## src/hw/gcs_consts.vh

```
// command-space offsets, field positions, reset values and counts
`ifndef GCS_CONSTS_VH
`define GCS_CONSTS_VH

`define GCS_CHG_VOLT      8'h30
`define GCS_CHG_CURR      8'h32
`define GCS_PACK_CFG      8'h3a
`define GCS_NOM_CAP       8'h3c
`define GCS_CLASS_SEL     8'h3e
`define GCS_PAGE_SEL      8'h3f
`define GCS_WIN_BASE      8'h40
`define GCS_WIN_LAST      8'h5f
`define GCS_AUTH_SUM      8'h54
`define GCS_BLOCK_SUM     8'h60
`define GCS_ACCESS_SEL    8'h61
`define GCS_GRID_PT       8'h62
`define GCS_LEARN_ST      8'h63
`define GCS_DOD_EOC       8'h64
`define GCS_INIT_CAP      8'h66
`define GCS_TRUE_RC       8'h68
`define GCS_TRUE_FCC      8'h6a
`define GCS_STATE_TIME    8'h6c
`define GCS_QMAX_PASSED   8'h6e
`define GCS_DOD_OCV       8'h70
`define GCS_SAVED_DOD     8'h72
`define GCS_QMAX_TIME     8'h74

`define GCS_LS_CAP_UPD    3
`define GCS_LS_GAUGE_EN   2

`define GCS_ACC_GENERAL   8'h00
`define GCS_PAGE_AUTH     8'h00
`define GCS_SUM_BASE      8'hff
`define GCS_BLOCK_LEN     6'h20
`define GCS_RST_BYTE      8'h00
`define GCS_RST_WORD      16'h0000
`define GCS_TIME_MAX      16'hffff

`endif

```

## src/hw/gcs_window.v

```verilog
// command space, block window and non-volatile block transfer of the gauge
//
// How it works
// charge voltage word latched on temperature range change
// charge current word refreshed per temperature range
// nominal capacity word read-only from config
// class select writable only when unlocked
// general mode page select picks 32-byte block
// restricted page 0 auth, 1 manufacturer data
// bytes 0x40-0x53 challenge buffer and block head
// byte 0x54 auth sum or block byte
// bytes 0x55-0x5f rest of block image
// block sum byte holds window checksum
// access select 0 general, 1 restricted paging
// grid point updates only discharging, not disabled
// learn byte bit3 cap updated, bit2 gauging
// learn byte bits 1:0 capacity learn state
// saved depth taken only while voltage ok
// time since last discharge/charge/rest change
// unsmoothed capacities passed through directly
// commit only on correct block sum write
// host pages by offset/32, indexes offset mod 32
// window bytes readable and writable individually
// host selects general access before byte access
// block access needs unlock, measurements always
// sum is 255 minus wrapping byte sum
// short commit leaves bytes past length untouched
// wrong sum discards commit
`include "gcs_consts.vh"
`default_nettype none

module gcs_window #(
    parameter [7:0] MFG_CLASS = 8'h3a
) (
    input  wire        clock,
    input  wire        nrst,
    input  wire [7:0]  cmd_addr,
    input  wire        cmd_wr,
    input  wire [7:0]  cmd_wdata,
    input  wire        cmd_rd,
    output reg  [7:0]  cmd_rdata,
    output wire        busy,
    input  wire        unlocked_state,
    input  wire [1:0]  temp_range,
    input  wire [15:0] charge_voltage_in,
    input  wire [15:0] charge_current_in,
    input  wire [15:0] pack_config_in,
    input  wire [15:0] nominal_capacity_in,
    input  wire        discharging,
    input  wire        resistance_update_disable,
    input  wire [7:0]  grid_point_in,
    input  wire        cap_updated,
    input  wire        gauging_enabled,
    input  wire [1:0]  capacity_learn_state,
    input  wire [15:0] dod_eoc_in,
    input  wire [15:0] init_cap_in,
    input  wire [15:0] true_rc_in,
    input  wire [15:0] true_fcc_in,
    input  wire [1:0]  gauge_state,
    input  wire        sec_tick,
    input  wire [15:0] qmax_passed_in,
    input  wire [15:0] dod_ocv_in,
    input  wire        voltage_ok_flag,
    input  wire [15:0] saved_dod_in,
    input  wire [15:0] qmax_time_in,
    output reg         nvm_rd,
    output reg         nvm_wr,
    output reg  [7:0]  nvm_class,
    output reg  [7:0]  nvm_page,
    output reg  [4:0]  nvm_index,
    output reg  [7:0]  nvm_wdata,
    input  wire [7:0]  nvm_rdata,
    output reg         commit_ok,
    output reg         commit_bad
);

    localparam [2:0] ST_IDLE   = 3'b001;
    localparam [2:0] ST_LOAD   = 3'b010;
    localparam [2:0] ST_COMMIT = 3'b100;

    reg [2:0]  state_q;
    reg [7:0]  win_q [0:31];
    reg [7:0]  class_q;
    reg [7:0]  page_q;
    reg [7:0]  access_q;
    reg [7:0]  sum_byte_q;
    reg [5:0]  len_q;
    reg [5:0]  idx_q;
    reg        cap_q;
    reg [4:0]  cap_idx_q;
    reg [1:0]  range_q;
    reg [15:0] volt_q;
    reg [15:0] curr_q;
    reg [7:0]  grid_q;
    reg [15:0] saved_dod_q;
    reg [1:0]  gstate_q;
    reg [15:0] time_q;
    reg [7:0]  wsum;
    reg [7:0]  rd_d;
    integer    i;
    integer    k;

    // locked counts as restricted: only manufacturer pages and the
    // challenge buffer stay reachable then
    wire restricted = !unlocked_state || (access_q != `GCS_ACC_GENERAL);
    wire auth_mode  = restricted && (page_q == `GCS_PAGE_AUTH);
    wire [7:0] expect_sum = `GCS_SUM_BASE - wsum;
    wire win_hit = (cmd_addr >= `GCS_WIN_BASE) &&
                   (cmd_addr <= `GCS_WIN_LAST);
    wire [4:0] win_idx = cmd_addr[4:0];
    wire idle = state_q == ST_IDLE;

    // writes that arrive while busy are dropped; the host must poll busy
    assign busy = !idle;

    ////////////////////////////////////////////////////////////////////////
    // checksum over the whole window, wrapping byte by byte

    always @* begin
        wsum = 8'h00;
        for (i = 0; i < 32; i = i + 1) begin
            wsum = wsum + win_q[i];
        end
    end

    ////////////////////////////////////////////////////////////////////////
    // live measurement words

    always @(posedge clock or negedge nrst) begin
        if (!nrst) begin
            range_q     <= 2'h0;
            volt_q      <= `GCS_RST_WORD;
            curr_q      <= `GCS_RST_WORD;
            grid_q      <= `GCS_RST_BYTE;
            saved_dod_q <= `GCS_RST_WORD;
            gstate_q    <= 2'h0;
            time_q      <= `GCS_RST_WORD;
        end else begin
            range_q <= temp_range;
            // first cycle after reset also loads, since volt_q still holds the reset word
            if (range_q != temp_range || volt_q == `GCS_RST_WORD) begin
                volt_q <= charge_voltage_in;
                curr_q <= charge_current_in;
            end
            if (discharging && !resistance_update_disable) begin
                grid_q <= grid_point_in;
            end
            if (voltage_ok_flag) begin
                saved_dod_q <= saved_dod_in;
            end
            gstate_q <= gauge_state;
            // a state change wins over a tick in the same cycle
            if (gstate_q != gauge_state) begin
                time_q <= `GCS_RST_WORD;
            end else if (sec_tick && time_q != `GCS_TIME_MAX) begin
                time_q <= time_q + 16'h0001; // saturates rather than wraps
            end
        end
    end

    ////////////////////////////////////////////////////////////////////////
    // read mux; words give low byte at the even command, high byte at the odd one; paired byte registers share the even/odd slots

    function [7:0] pick;
        input [15:0] w;
        input        hi;
        begin
            pick = hi ? w[15:8] : w[7:0];
        end
    endfunction

    always @* begin
        rd_d = 8'h00;
        if (win_hit) begin
            rd_d = win_q[win_idx];
        end else begin
            case ({cmd_addr[7:1], 1'b0})
                `GCS_CHG_VOLT:    rd_d = pick(volt_q, cmd_addr[0]);
                `GCS_CHG_CURR:    rd_d = pick(curr_q, cmd_addr[0]);
                `GCS_PACK_CFG:    rd_d = pick(pack_config_in, cmd_addr[0]);
                `GCS_NOM_CAP:     rd_d = pick(nominal_capacity_in,
                                              cmd_addr[0]);
                `GCS_CLASS_SEL:   rd_d = cmd_addr[0] ? page_q :
                                         (unlocked_state ? class_q : 8'h00);
                `GCS_BLOCK_SUM:   rd_d = cmd_addr[0] ?
                                         (unlocked_state ? access_q : 8'h00)
                                         : sum_byte_q;
                `GCS_GRID_PT:     rd_d = cmd_addr[0] ?
                                         {4'h0, cap_updated, gauging_enabled,
                                          capacity_learn_state}
                                         : grid_q;
                `GCS_DOD_EOC:     rd_d = pick(dod_eoc_in, cmd_addr[0]);
                `GCS_INIT_CAP:    rd_d = pick(init_cap_in, cmd_addr[0]);
                `GCS_TRUE_RC:     rd_d = pick(true_rc_in,
                                              cmd_addr[0]);
                `GCS_TRUE_FCC:    rd_d = pick(true_fcc_in,
                                              cmd_addr[0]);
                `GCS_STATE_TIME:  rd_d = pick(time_q, cmd_addr[0]);
                `GCS_QMAX_PASSED: rd_d = pick(qmax_passed_in, cmd_addr[0]);
                `GCS_DOD_OCV:     rd_d = pick(dod_ocv_in, cmd_addr[0]);
                `GCS_SAVED_DOD:   rd_d = pick(saved_dod_q, cmd_addr[0]);
                `GCS_QMAX_TIME:   rd_d = pick(qmax_time_in, cmd_addr[0]);
                default:          rd_d = 8'h00;
            endcase
        end
    end

    always @(posedge clock or negedge nrst) begin
        if (!nrst) begin
            cmd_rdata <= 8'h00;
        end else if (cmd_rd) begin
            cmd_rdata <= rd_d;
        end
    end

    ////////////////////////////////////////////////////////////////////////
    // selects, window and transfer sequencer

    always @(posedge clock or negedge nrst) begin
        if (!nrst) begin
            state_q    <= ST_IDLE;
            class_q    <= `GCS_RST_BYTE;
            page_q     <= `GCS_RST_BYTE;
            access_q   <= `GCS_RST_BYTE;
            sum_byte_q <= `GCS_RST_BYTE;
            len_q      <= 6'h00;
            idx_q      <= 6'h00;
            cap_q      <= 1'b0;
            cap_idx_q  <= 5'h00;
            nvm_rd     <= 1'b0;
            nvm_wr     <= 1'b0;
            nvm_class  <= 8'h00;
            nvm_page   <= 8'h00;
            nvm_index  <= 5'h00;
            nvm_wdata  <= 8'h00;
            commit_ok  <= 1'b0;
            commit_bad <= 1'b0;
            for (k = 0; k < 32; k = k + 1) begin
                win_q[k] <= 8'h00;
            end
        end else begin
            nvm_rd     <= 1'b0;
            nvm_wr     <= 1'b0;
            commit_ok  <= 1'b0;
            commit_bad <= 1'b0;
            // storage answers one cycle after each read strobe; the index
            // travels with the strobe so each byte lands where it was read
            cap_q     <= nvm_rd;
            cap_idx_q <= nvm_index;
            if (cap_q) begin
                win_q[cap_idx_q] <= nvm_rdata;
            end
            case (state_q)
                ST_IDLE: begin
                    if (cmd_wr) begin
                        if (cmd_addr == `GCS_CLASS_SEL && unlocked_state) begin
                            class_q <= cmd_wdata;
                            if (!restricted) begin
                                nvm_class <= cmd_wdata;
                                nvm_page  <= page_q;
                                idx_q     <= 6'h00;
                                len_q     <= 6'h00;
                                state_q   <= ST_LOAD;
                            end
                        end else if (cmd_addr == `GCS_PAGE_SEL) begin
                            page_q <= cmd_wdata;
                            len_q  <= 6'h00;
                            idx_q  <= 6'h00;
                            if (!restricted) begin
                                nvm_class <= class_q;
                                nvm_page  <= cmd_wdata;
                                state_q   <= ST_LOAD;
                            end else if (cmd_wdata != `GCS_PAGE_AUTH) begin
                                nvm_class <= MFG_CLASS;
                                nvm_page  <= cmd_wdata;
                                state_q   <= ST_LOAD;
                            end
                        end else if (cmd_addr == `GCS_ACCESS_SEL &&
                                     unlocked_state) begin
                            access_q <= cmd_wdata;
                            if (cmd_wdata == `GCS_ACC_GENERAL) begin
                                nvm_class <= class_q;
                                nvm_page  <= page_q;
                                idx_q     <= 6'h00;
                                len_q     <= 6'h00;
                                state_q   <= ST_LOAD;
                            end
                        end else if (win_hit) begin
                            win_q[win_idx] <= cmd_wdata;
                            // track how far the host has written
                            if ({1'b0, win_idx} >= len_q) begin
                                len_q <= {1'b0, win_idx} + 6'h01;
                            end
                        end else if (cmd_addr == `GCS_BLOCK_SUM) begin
                            sum_byte_q <= cmd_wdata;
                            // in auth mode the sum is challenge data only
                            if (!auth_mode) begin
                                if (cmd_wdata == expect_sum) begin
                                    idx_q   <= 6'h00;
                                    state_q <= ST_COMMIT;
                                end else begin
                                    commit_bad <= 1'b1;
                                end
                            end
                        end
                    end
                end
                ST_LOAD: begin
                    if (idx_q < `GCS_BLOCK_LEN) begin
                        nvm_rd    <= 1'b1;
                        nvm_index <= idx_q[4:0];
                        idx_q     <= idx_q + 6'h01;
                    end else if (!nvm_rd && !cap_q) begin
                        // last answer has landed, so the sum covers all 32
                        sum_byte_q <= expect_sum;
                        state_q    <= ST_IDLE;
                    end
                end
                ST_COMMIT: begin
                    // only the written length goes back; bytes beyond stay
                    if (idx_q < len_q) begin
                        nvm_wr    <= 1'b1;
                        nvm_index <= idx_q[4:0];
                        nvm_wdata <= win_q[idx_q[4:0]];
                        idx_q     <= idx_q + 6'h01;
                    end else begin
                        commit_ok <= 1'b1;
                        len_q     <= 6'h00;
                        state_q   <= ST_IDLE;
                    end
                end
                default: begin
                    state_q <= ST_IDLE;
                end
            endcase
        end
    end

endmodule

`default_nettype wire
```

## config.mk

```make
export PLATFORM = sky130hd
export DESIGN_NAME = gcs_window
export DESIGN_NICKNAME = d
export VERILOG_FILES = /design/src/hw/gcs_window.v
export VERILOG_INCLUDE_DIRS = /design/src /design/src/hw
export SDC_FILE = /design/constraint.sdc
export NUM_CORES = 1
export LEC_CHECK = 0
export BUFFER_PORTS_ARGS = -buffer_cell sky130_fd_sc_hd__buf_2
export CELL_PAD_IN_SITES_DETAIL_PLACEMENT = 0
export CELL_PAD_IN_SITES_GLOBAL_PLACEMENT = 1
export CORE_MARGIN = 4
export CORE_UTILIZATION = 53
export CTS_BUF_LIST = sky130_fd_sc_hd__clkbuf_8 sky130_fd_sc_hd__clkbuf_16
export DETAILED_ROUTE_END_ITERATION = 10
export GPL_TIMING_DRIVEN = 0
export HOLD_SLACK_MARGIN = 0.06
export PLACE_DENSITY = 0.88
export RECOVER_POWER = 50
export SYNTH_ARGS = -nofsm -noshare
export SYNTH_HDL_FRONTEND = slang
export SYNTH_SLANG_ARGS = --single-unit
export TNS_END_PERCENT = 100
```

## constraint.sdc

```tcl
create_clock -name clock -period 15.4 [get_ports clock]
set_clock_uncertainty 0.1 [all_clocks]
set_input_delay 1.54 -clock clock [delete_from_list [all_inputs] [get_ports clock]]
set_output_delay 1.54 -clock clock [all_outputs]
set_load 0.01 [all_outputs]
```

# After elaboration in Yosys (flattened, before gate mapping)
# Index checks and enable logic that the tools add are counted.
# op_classes
n_addsub,35
magnitude_cmp,10
eq_ne,49
muxes,119
bitwise_logic,5
n_reduce_logical,38
# ops
op,count
2-to-1 mux 256 bit,7
bitwise mux 256 bit,2
2-to-1 mux 8 bit,47
adder 8 bit,31
one-hot mux 8 bit (16 select lines),1
2-to-1 mux 6 bit,19
binary-select mux 8 bit (select 5 bit),2
demux 8 bit (select 5 bit),2
equality test 7 x 6 -> 1 bit (second input constant),11
2-to-1 mux 3 bit,15
equality test 7 x 5 -> 1 bit (second input constant),5
2-to-1 mux 16 bit,2
!= test 2 bit (second input constant),11
greater-or-equal comparator 6 bit (second input constant),3
NOT 5 -> 6 bit,3
one-hot mux 6 bit (3 select lines),1
adder 16 x 1 -> 16 bit (second input constant),1
equality test 8 x 6 -> 1 bit (second input constant),2
equality test 8 x 7 -> 1 bit (second input constant),2
logical NOT 16 bit,1
logical NOT 8 bit,2
!= test 16 bit (second input constant),1
one-hot mux 8 bit (2 select lines),1
nonzero test 8 bit,2
41 further kinds,82
# totals
register_bits,426
inputBits,241
out_inout_bits,42
wordCells,313

# Logic depth before layout (Yosys ltp)
# depth
ltp_word,42
mapped_depth,26
mapped_depth_nobuf,26

# Worst setup path after synthesis
# Ideal clock, no wire load.
# synth_timing
path_type,register to register
start,register win_q[113] (netlist bit)
end,register idx_q[2]
setup_ps,126
arrival_time_ps,6881
t_required_ps,15174
setup_slack_ps,8293
path_stages_with_launch,26
path_buffers,0
synth_period_minus_slack_ps,7107
cell_sequence,dfrtp_1 -> inv_1 -> fa_1 -> inv_1 -> fa_1 -> inv_1 -> fa_1 -> inv_1 -> fa_1 -> inv_1 -> fa_1 -> fa_1 -> inv_1 -> fa_1 -> inv_1 -> fa_1 -> ha_1 -> a21o_1 -> a21oi_1 -> o21ai_0 -> a21oi_1 -> o21a_1 -> xor3_1 -> o311ai_4 -> nand2b_2 -> a221o_1
# synth_via
elab_chain_len,19
# synth_rtl
item,line_no,text
"start, declared",gcs_window.v:82,reg [7:0] win_q [0:31];
"start signal, assigned by index",gcs_window.v:251,win_q[cap_idx_q] <= nvm_rdata;
"start signal, assigned by index",gcs_window.v:289,win_q[win_idx] <= cmd_wdata;
adder 8 bit (15 in series),gcs_window.v:122,wsum = wsum + win_q[i];
subtractor 8 bit (no line),--,
equality test 8 bit,gcs_window.v:298,if (cmd_wdata == expect_sum) begin
!= test 5 x 1 -> 1 bit (no line),--,
AND reduction 10 bit (no line),--,
"end signal, assigned",gcs_window.v:312,idx_q <= idx_q + 6'h01;
"end signal, assigned",gcs_window.v:325,idx_q <= idx_q + 6'h01;
"end, declared",gcs_window.v:88,reg [5:0] idx_q;
# Every way passes these cells.
# A chain may end at the register's enable or synchronous reset.

# Worst setup path after layout
# layout_timing
start,register win_q[252] (netlist bit)
end,register idx_q[2]
# layout_via
elab_chain_len,35
# layout_rtl
item,line_no
adder 8 bit (31 in series),gcs_window.v:122
subtractor 8 bit (no line),--
equality test 8 bit,gcs_window.v:298
!= test 5 x 1 -> 1 bit (no line),--
AND reduction 10 bit (no line),--
# Every way passes these cells.

==> out/metrics.cfg <==
[sta]
tightest_slew_ns = 5.07
relSlewSlack = -2.38
max_freq_mhz = 125
hold_viol_final = 0
rsz0062_at_grt = false
fin_crit_ns = 8.02
setup_tns_ns = 0
slew_violations = 90
post-route-period-util = 0.521
setup_viol = 0

[clocking]
cts.repair.resized = 0
clockBufferDepth = 3
cts_setup_buffers = 0
clock-sinks = 426
clkTransAtPathRegs_ns = 0.07
tritoncts = yes
insertion_delay_ns = 0.62
htreeDepth = 2
cts_root_buf = clkbuf_16
ctsHoldBuffers = 0
numCtsBuffers = 51

[final_layout]
drive_gt1_frac = 0.199
nFillCells = 4953
fin_nets = 3694
area_delta_synth_final_pct = 13.4

[critical_path]
crit_type = reg2reg
rrSetupSlack_ns = 7.38
r2r-end = idx_q[2]$_DFFE_PN0P_
r2r_cells = 23
endpoint = idx_q[2]$_DFFE_PN0P_
worst_setup_path_start_kind = register
arrival_ns = 8.43
rr_startpoint = win_q[252]$_DFF_PN0_
cp.required_ns = 15.81
cp-end-kind = register
cp_max_fo = 12
worstSetupStartpoint = win_q[252]$_DFF_PN0_

[detailed_routing]
drc = 0
vias = 26600
post_drt_wl_per_cell_um = 32.6
viasPerCell = 6.57
route.met3.wl_mm = 17.5
drt_iter0_drc = 3540
ant_nets = 0
dr_wl_met2_mm = 55.7
top_layer = met5
firstDrtPassIters = 6
wl_mm = 132
drt-met1-wl_mm = 51.5

[global_route]
overflow = 0
grt_max_degree = 116
grt_pass1_vias = 26400
antenna_found_initial = 15
grt.total_usage = 0.412
grt_first_pass_wirelength_mm = 187

[floorplanning]
pin_count = 283
core_area_mm2 = 0.0589
die_x_um = 252
die_h_um = 252
start_util = 0.534
rows = 89
die-area_mm2 = 0.0634

[logic_synthesis]
yosysSeqAreaShare = 0.339
synth-seq-cells = 426
syn_area_per_cell_um2 = 10.9
synth.distinct_cells = 67
yosys-top-cells-area = dfrtp_1 34%, fa_1 13%, mux4_2 12%
synth_cells = 2886
synth_common_cells = 425 x dfrtp_1, 361 x mux2i_1, 343 x nor2_1, 286 x a21oi_1, 262 x inv_1
synth_flop_cell = dfrtp_1
synth_warnings = 0
synth-edff-count = 0
synth_most_common_cell = dfrtp_1
netlist.area_leader.share = 0.338
async_flop_share = 1.00
syn-cell-area_mm2 = 0.0315
synth_top_area_cell = dfrtp_1
synth_fp_nets = 3360

[outcome]
violations = capacitance limit, slew limit
status = finished with violations

[hold_path]
hold_path_class = reg2reg
whs_path_depth = 0

[job]
maxCapViolCount = 2

[placement]
numPortBuffers = 278
hpwl_mm = 104
globalplace.congestion = 1.01

worst max-delay path, stage by stage, from the launching register on:
cell and delay, ns:
dfrtp_1 0.74, inv_1 0.55, fa_1 0.63, fa_1 0.56, inv_1 0.06, ha_1 0.17, or2_2 0.30, fa_1 0.47
fa_1 0.54, inv_1 0.05, fa_1 0.48, inv_1 0.05, fa_1 0.52, inv_1 0.07, fa_1 0.57, xor2_1 0.17
o41ai_1 0.09, a311oi_1 0.26, nand4_1 0.14, a41oi_1 0.18, nand4_1 0.27, o311ai_4 0.39, nand2b_2 0.17, a221o_1 0.36
final cells by class:
class,count,area (um^2),share of cell area
Inverter,263,987,0.0276
Antenna cell,9,22.5,0.000631
Tap cell,773,967,0.0271
Timing Repair Buffer,281,1440,0.0404
Multi-Input combinational cell,2007,19100,0.535
Clock buffer,60,1400,0.0392
Buffer,190,736,0.0206
Sequential cell,426,10700,0.299
Clock inverter,35,378,0.0106
cell families (layout without fill, tap and decap cells):
family	after synthesis	count (layout)	share of synthesized area
buffers and inverters	453	829	0.0545
xor gates and xnor gates	95	95	0.0287
other	0	9	0
DFF	426	426	0.339
muxes	639	639	0.274
AOI/OAI and AO/OA	454	454	0.0830
adders and majority gates	233	233	0.140
and+or+nand+nor	586	586	0.0814
state kept, by name (all words and copies together), names as in the netlist, 5 cells and up:
register	count
access_q	8
cap_idx_q	5
class_q	8
cmd_rdata	8
curr_q	16
grid_q	8
idx_q	6
len_q	6
nvm_class	8
nvm_index	5
nvm_page	8
nvm_wdata	8
page_q	8
saved_dod_q	16
sum_byte_q	8
time_q	16
volt_q	16
win_q	256
routing by layer:
layer	track usage	vias to the layer above
met5	0.00827	-
met4	0.183	8
met3	0.152	364
met2	0.585	1818
met1	0.571	13600
li1	-	10800
worst min-delay path by stage:
stage	from	to	slack (ns)
after floorplan	nvm_index[0]$_DFFE_PN0P_	cap_idx_q[0]$_DFF_PN0_	0.33
after global placement	nvm_rd$_DFF_PN0_	cap_q$_DFF_PN0_	0.32
after detailed placement	nvm_index[4]$_DFFE_PN0P_	cap_idx_q[4]$_DFF_PN0_	0.32
after CTS	nvm_index[4]$_DFFE_PN0P_	cap_idx_q[4]$_DFF_PN0_	0.33
after global routing	nvm_index[4]$_DFFE_PN0P_	cap_idx_q[4]$_DFF_PN0_	0.34
final	nvm_index[4]$_DFFE_PN0P_	cap_idx_q[4]$_DFF_PN0_	0.34
cell usage in the layout, fill, tap and decap left out, types with 36 or more instances in the layout:
cell       Yosys  routed
o21ai_0       40      40
clkbuf_1     155     179
buf_2         11     266
xnor2_1       70      70
nor2_1       343     341
nand3_1       58      58
clkbuf_16      0      51
ha_1          36      36
dfrtp_1      425     425
inv_1        262     272
mux2_2       111     111
mux4_2       166     166
fa_1         197     197
o22ai_1       36      36
a21oi_1      286     286
nand2_1       83      83
mux2i_1      361     361
through the flow:
stage	instances	setup slack, ns	instance area [um^2]	utilization	hold WS [ns]
6_report	4044	7.38	35700	0.606	0.336
5_1_grt	4040	7.04	35700	0.606	0.342
4_1_cts	4035	7.39	35700	0.606	0.335
3_5_place_dp	3940	7.18	33900	0.576	0.318
3_3_place_gp	3937	4.02	33800	0.574	0.321
2_1_floorplan	2886	8.29	31500	-	0.330
Power is left out: the tool's default activity adds up to more than one toggle a clock period on the data nets, which glitch-free logic cannot reach.
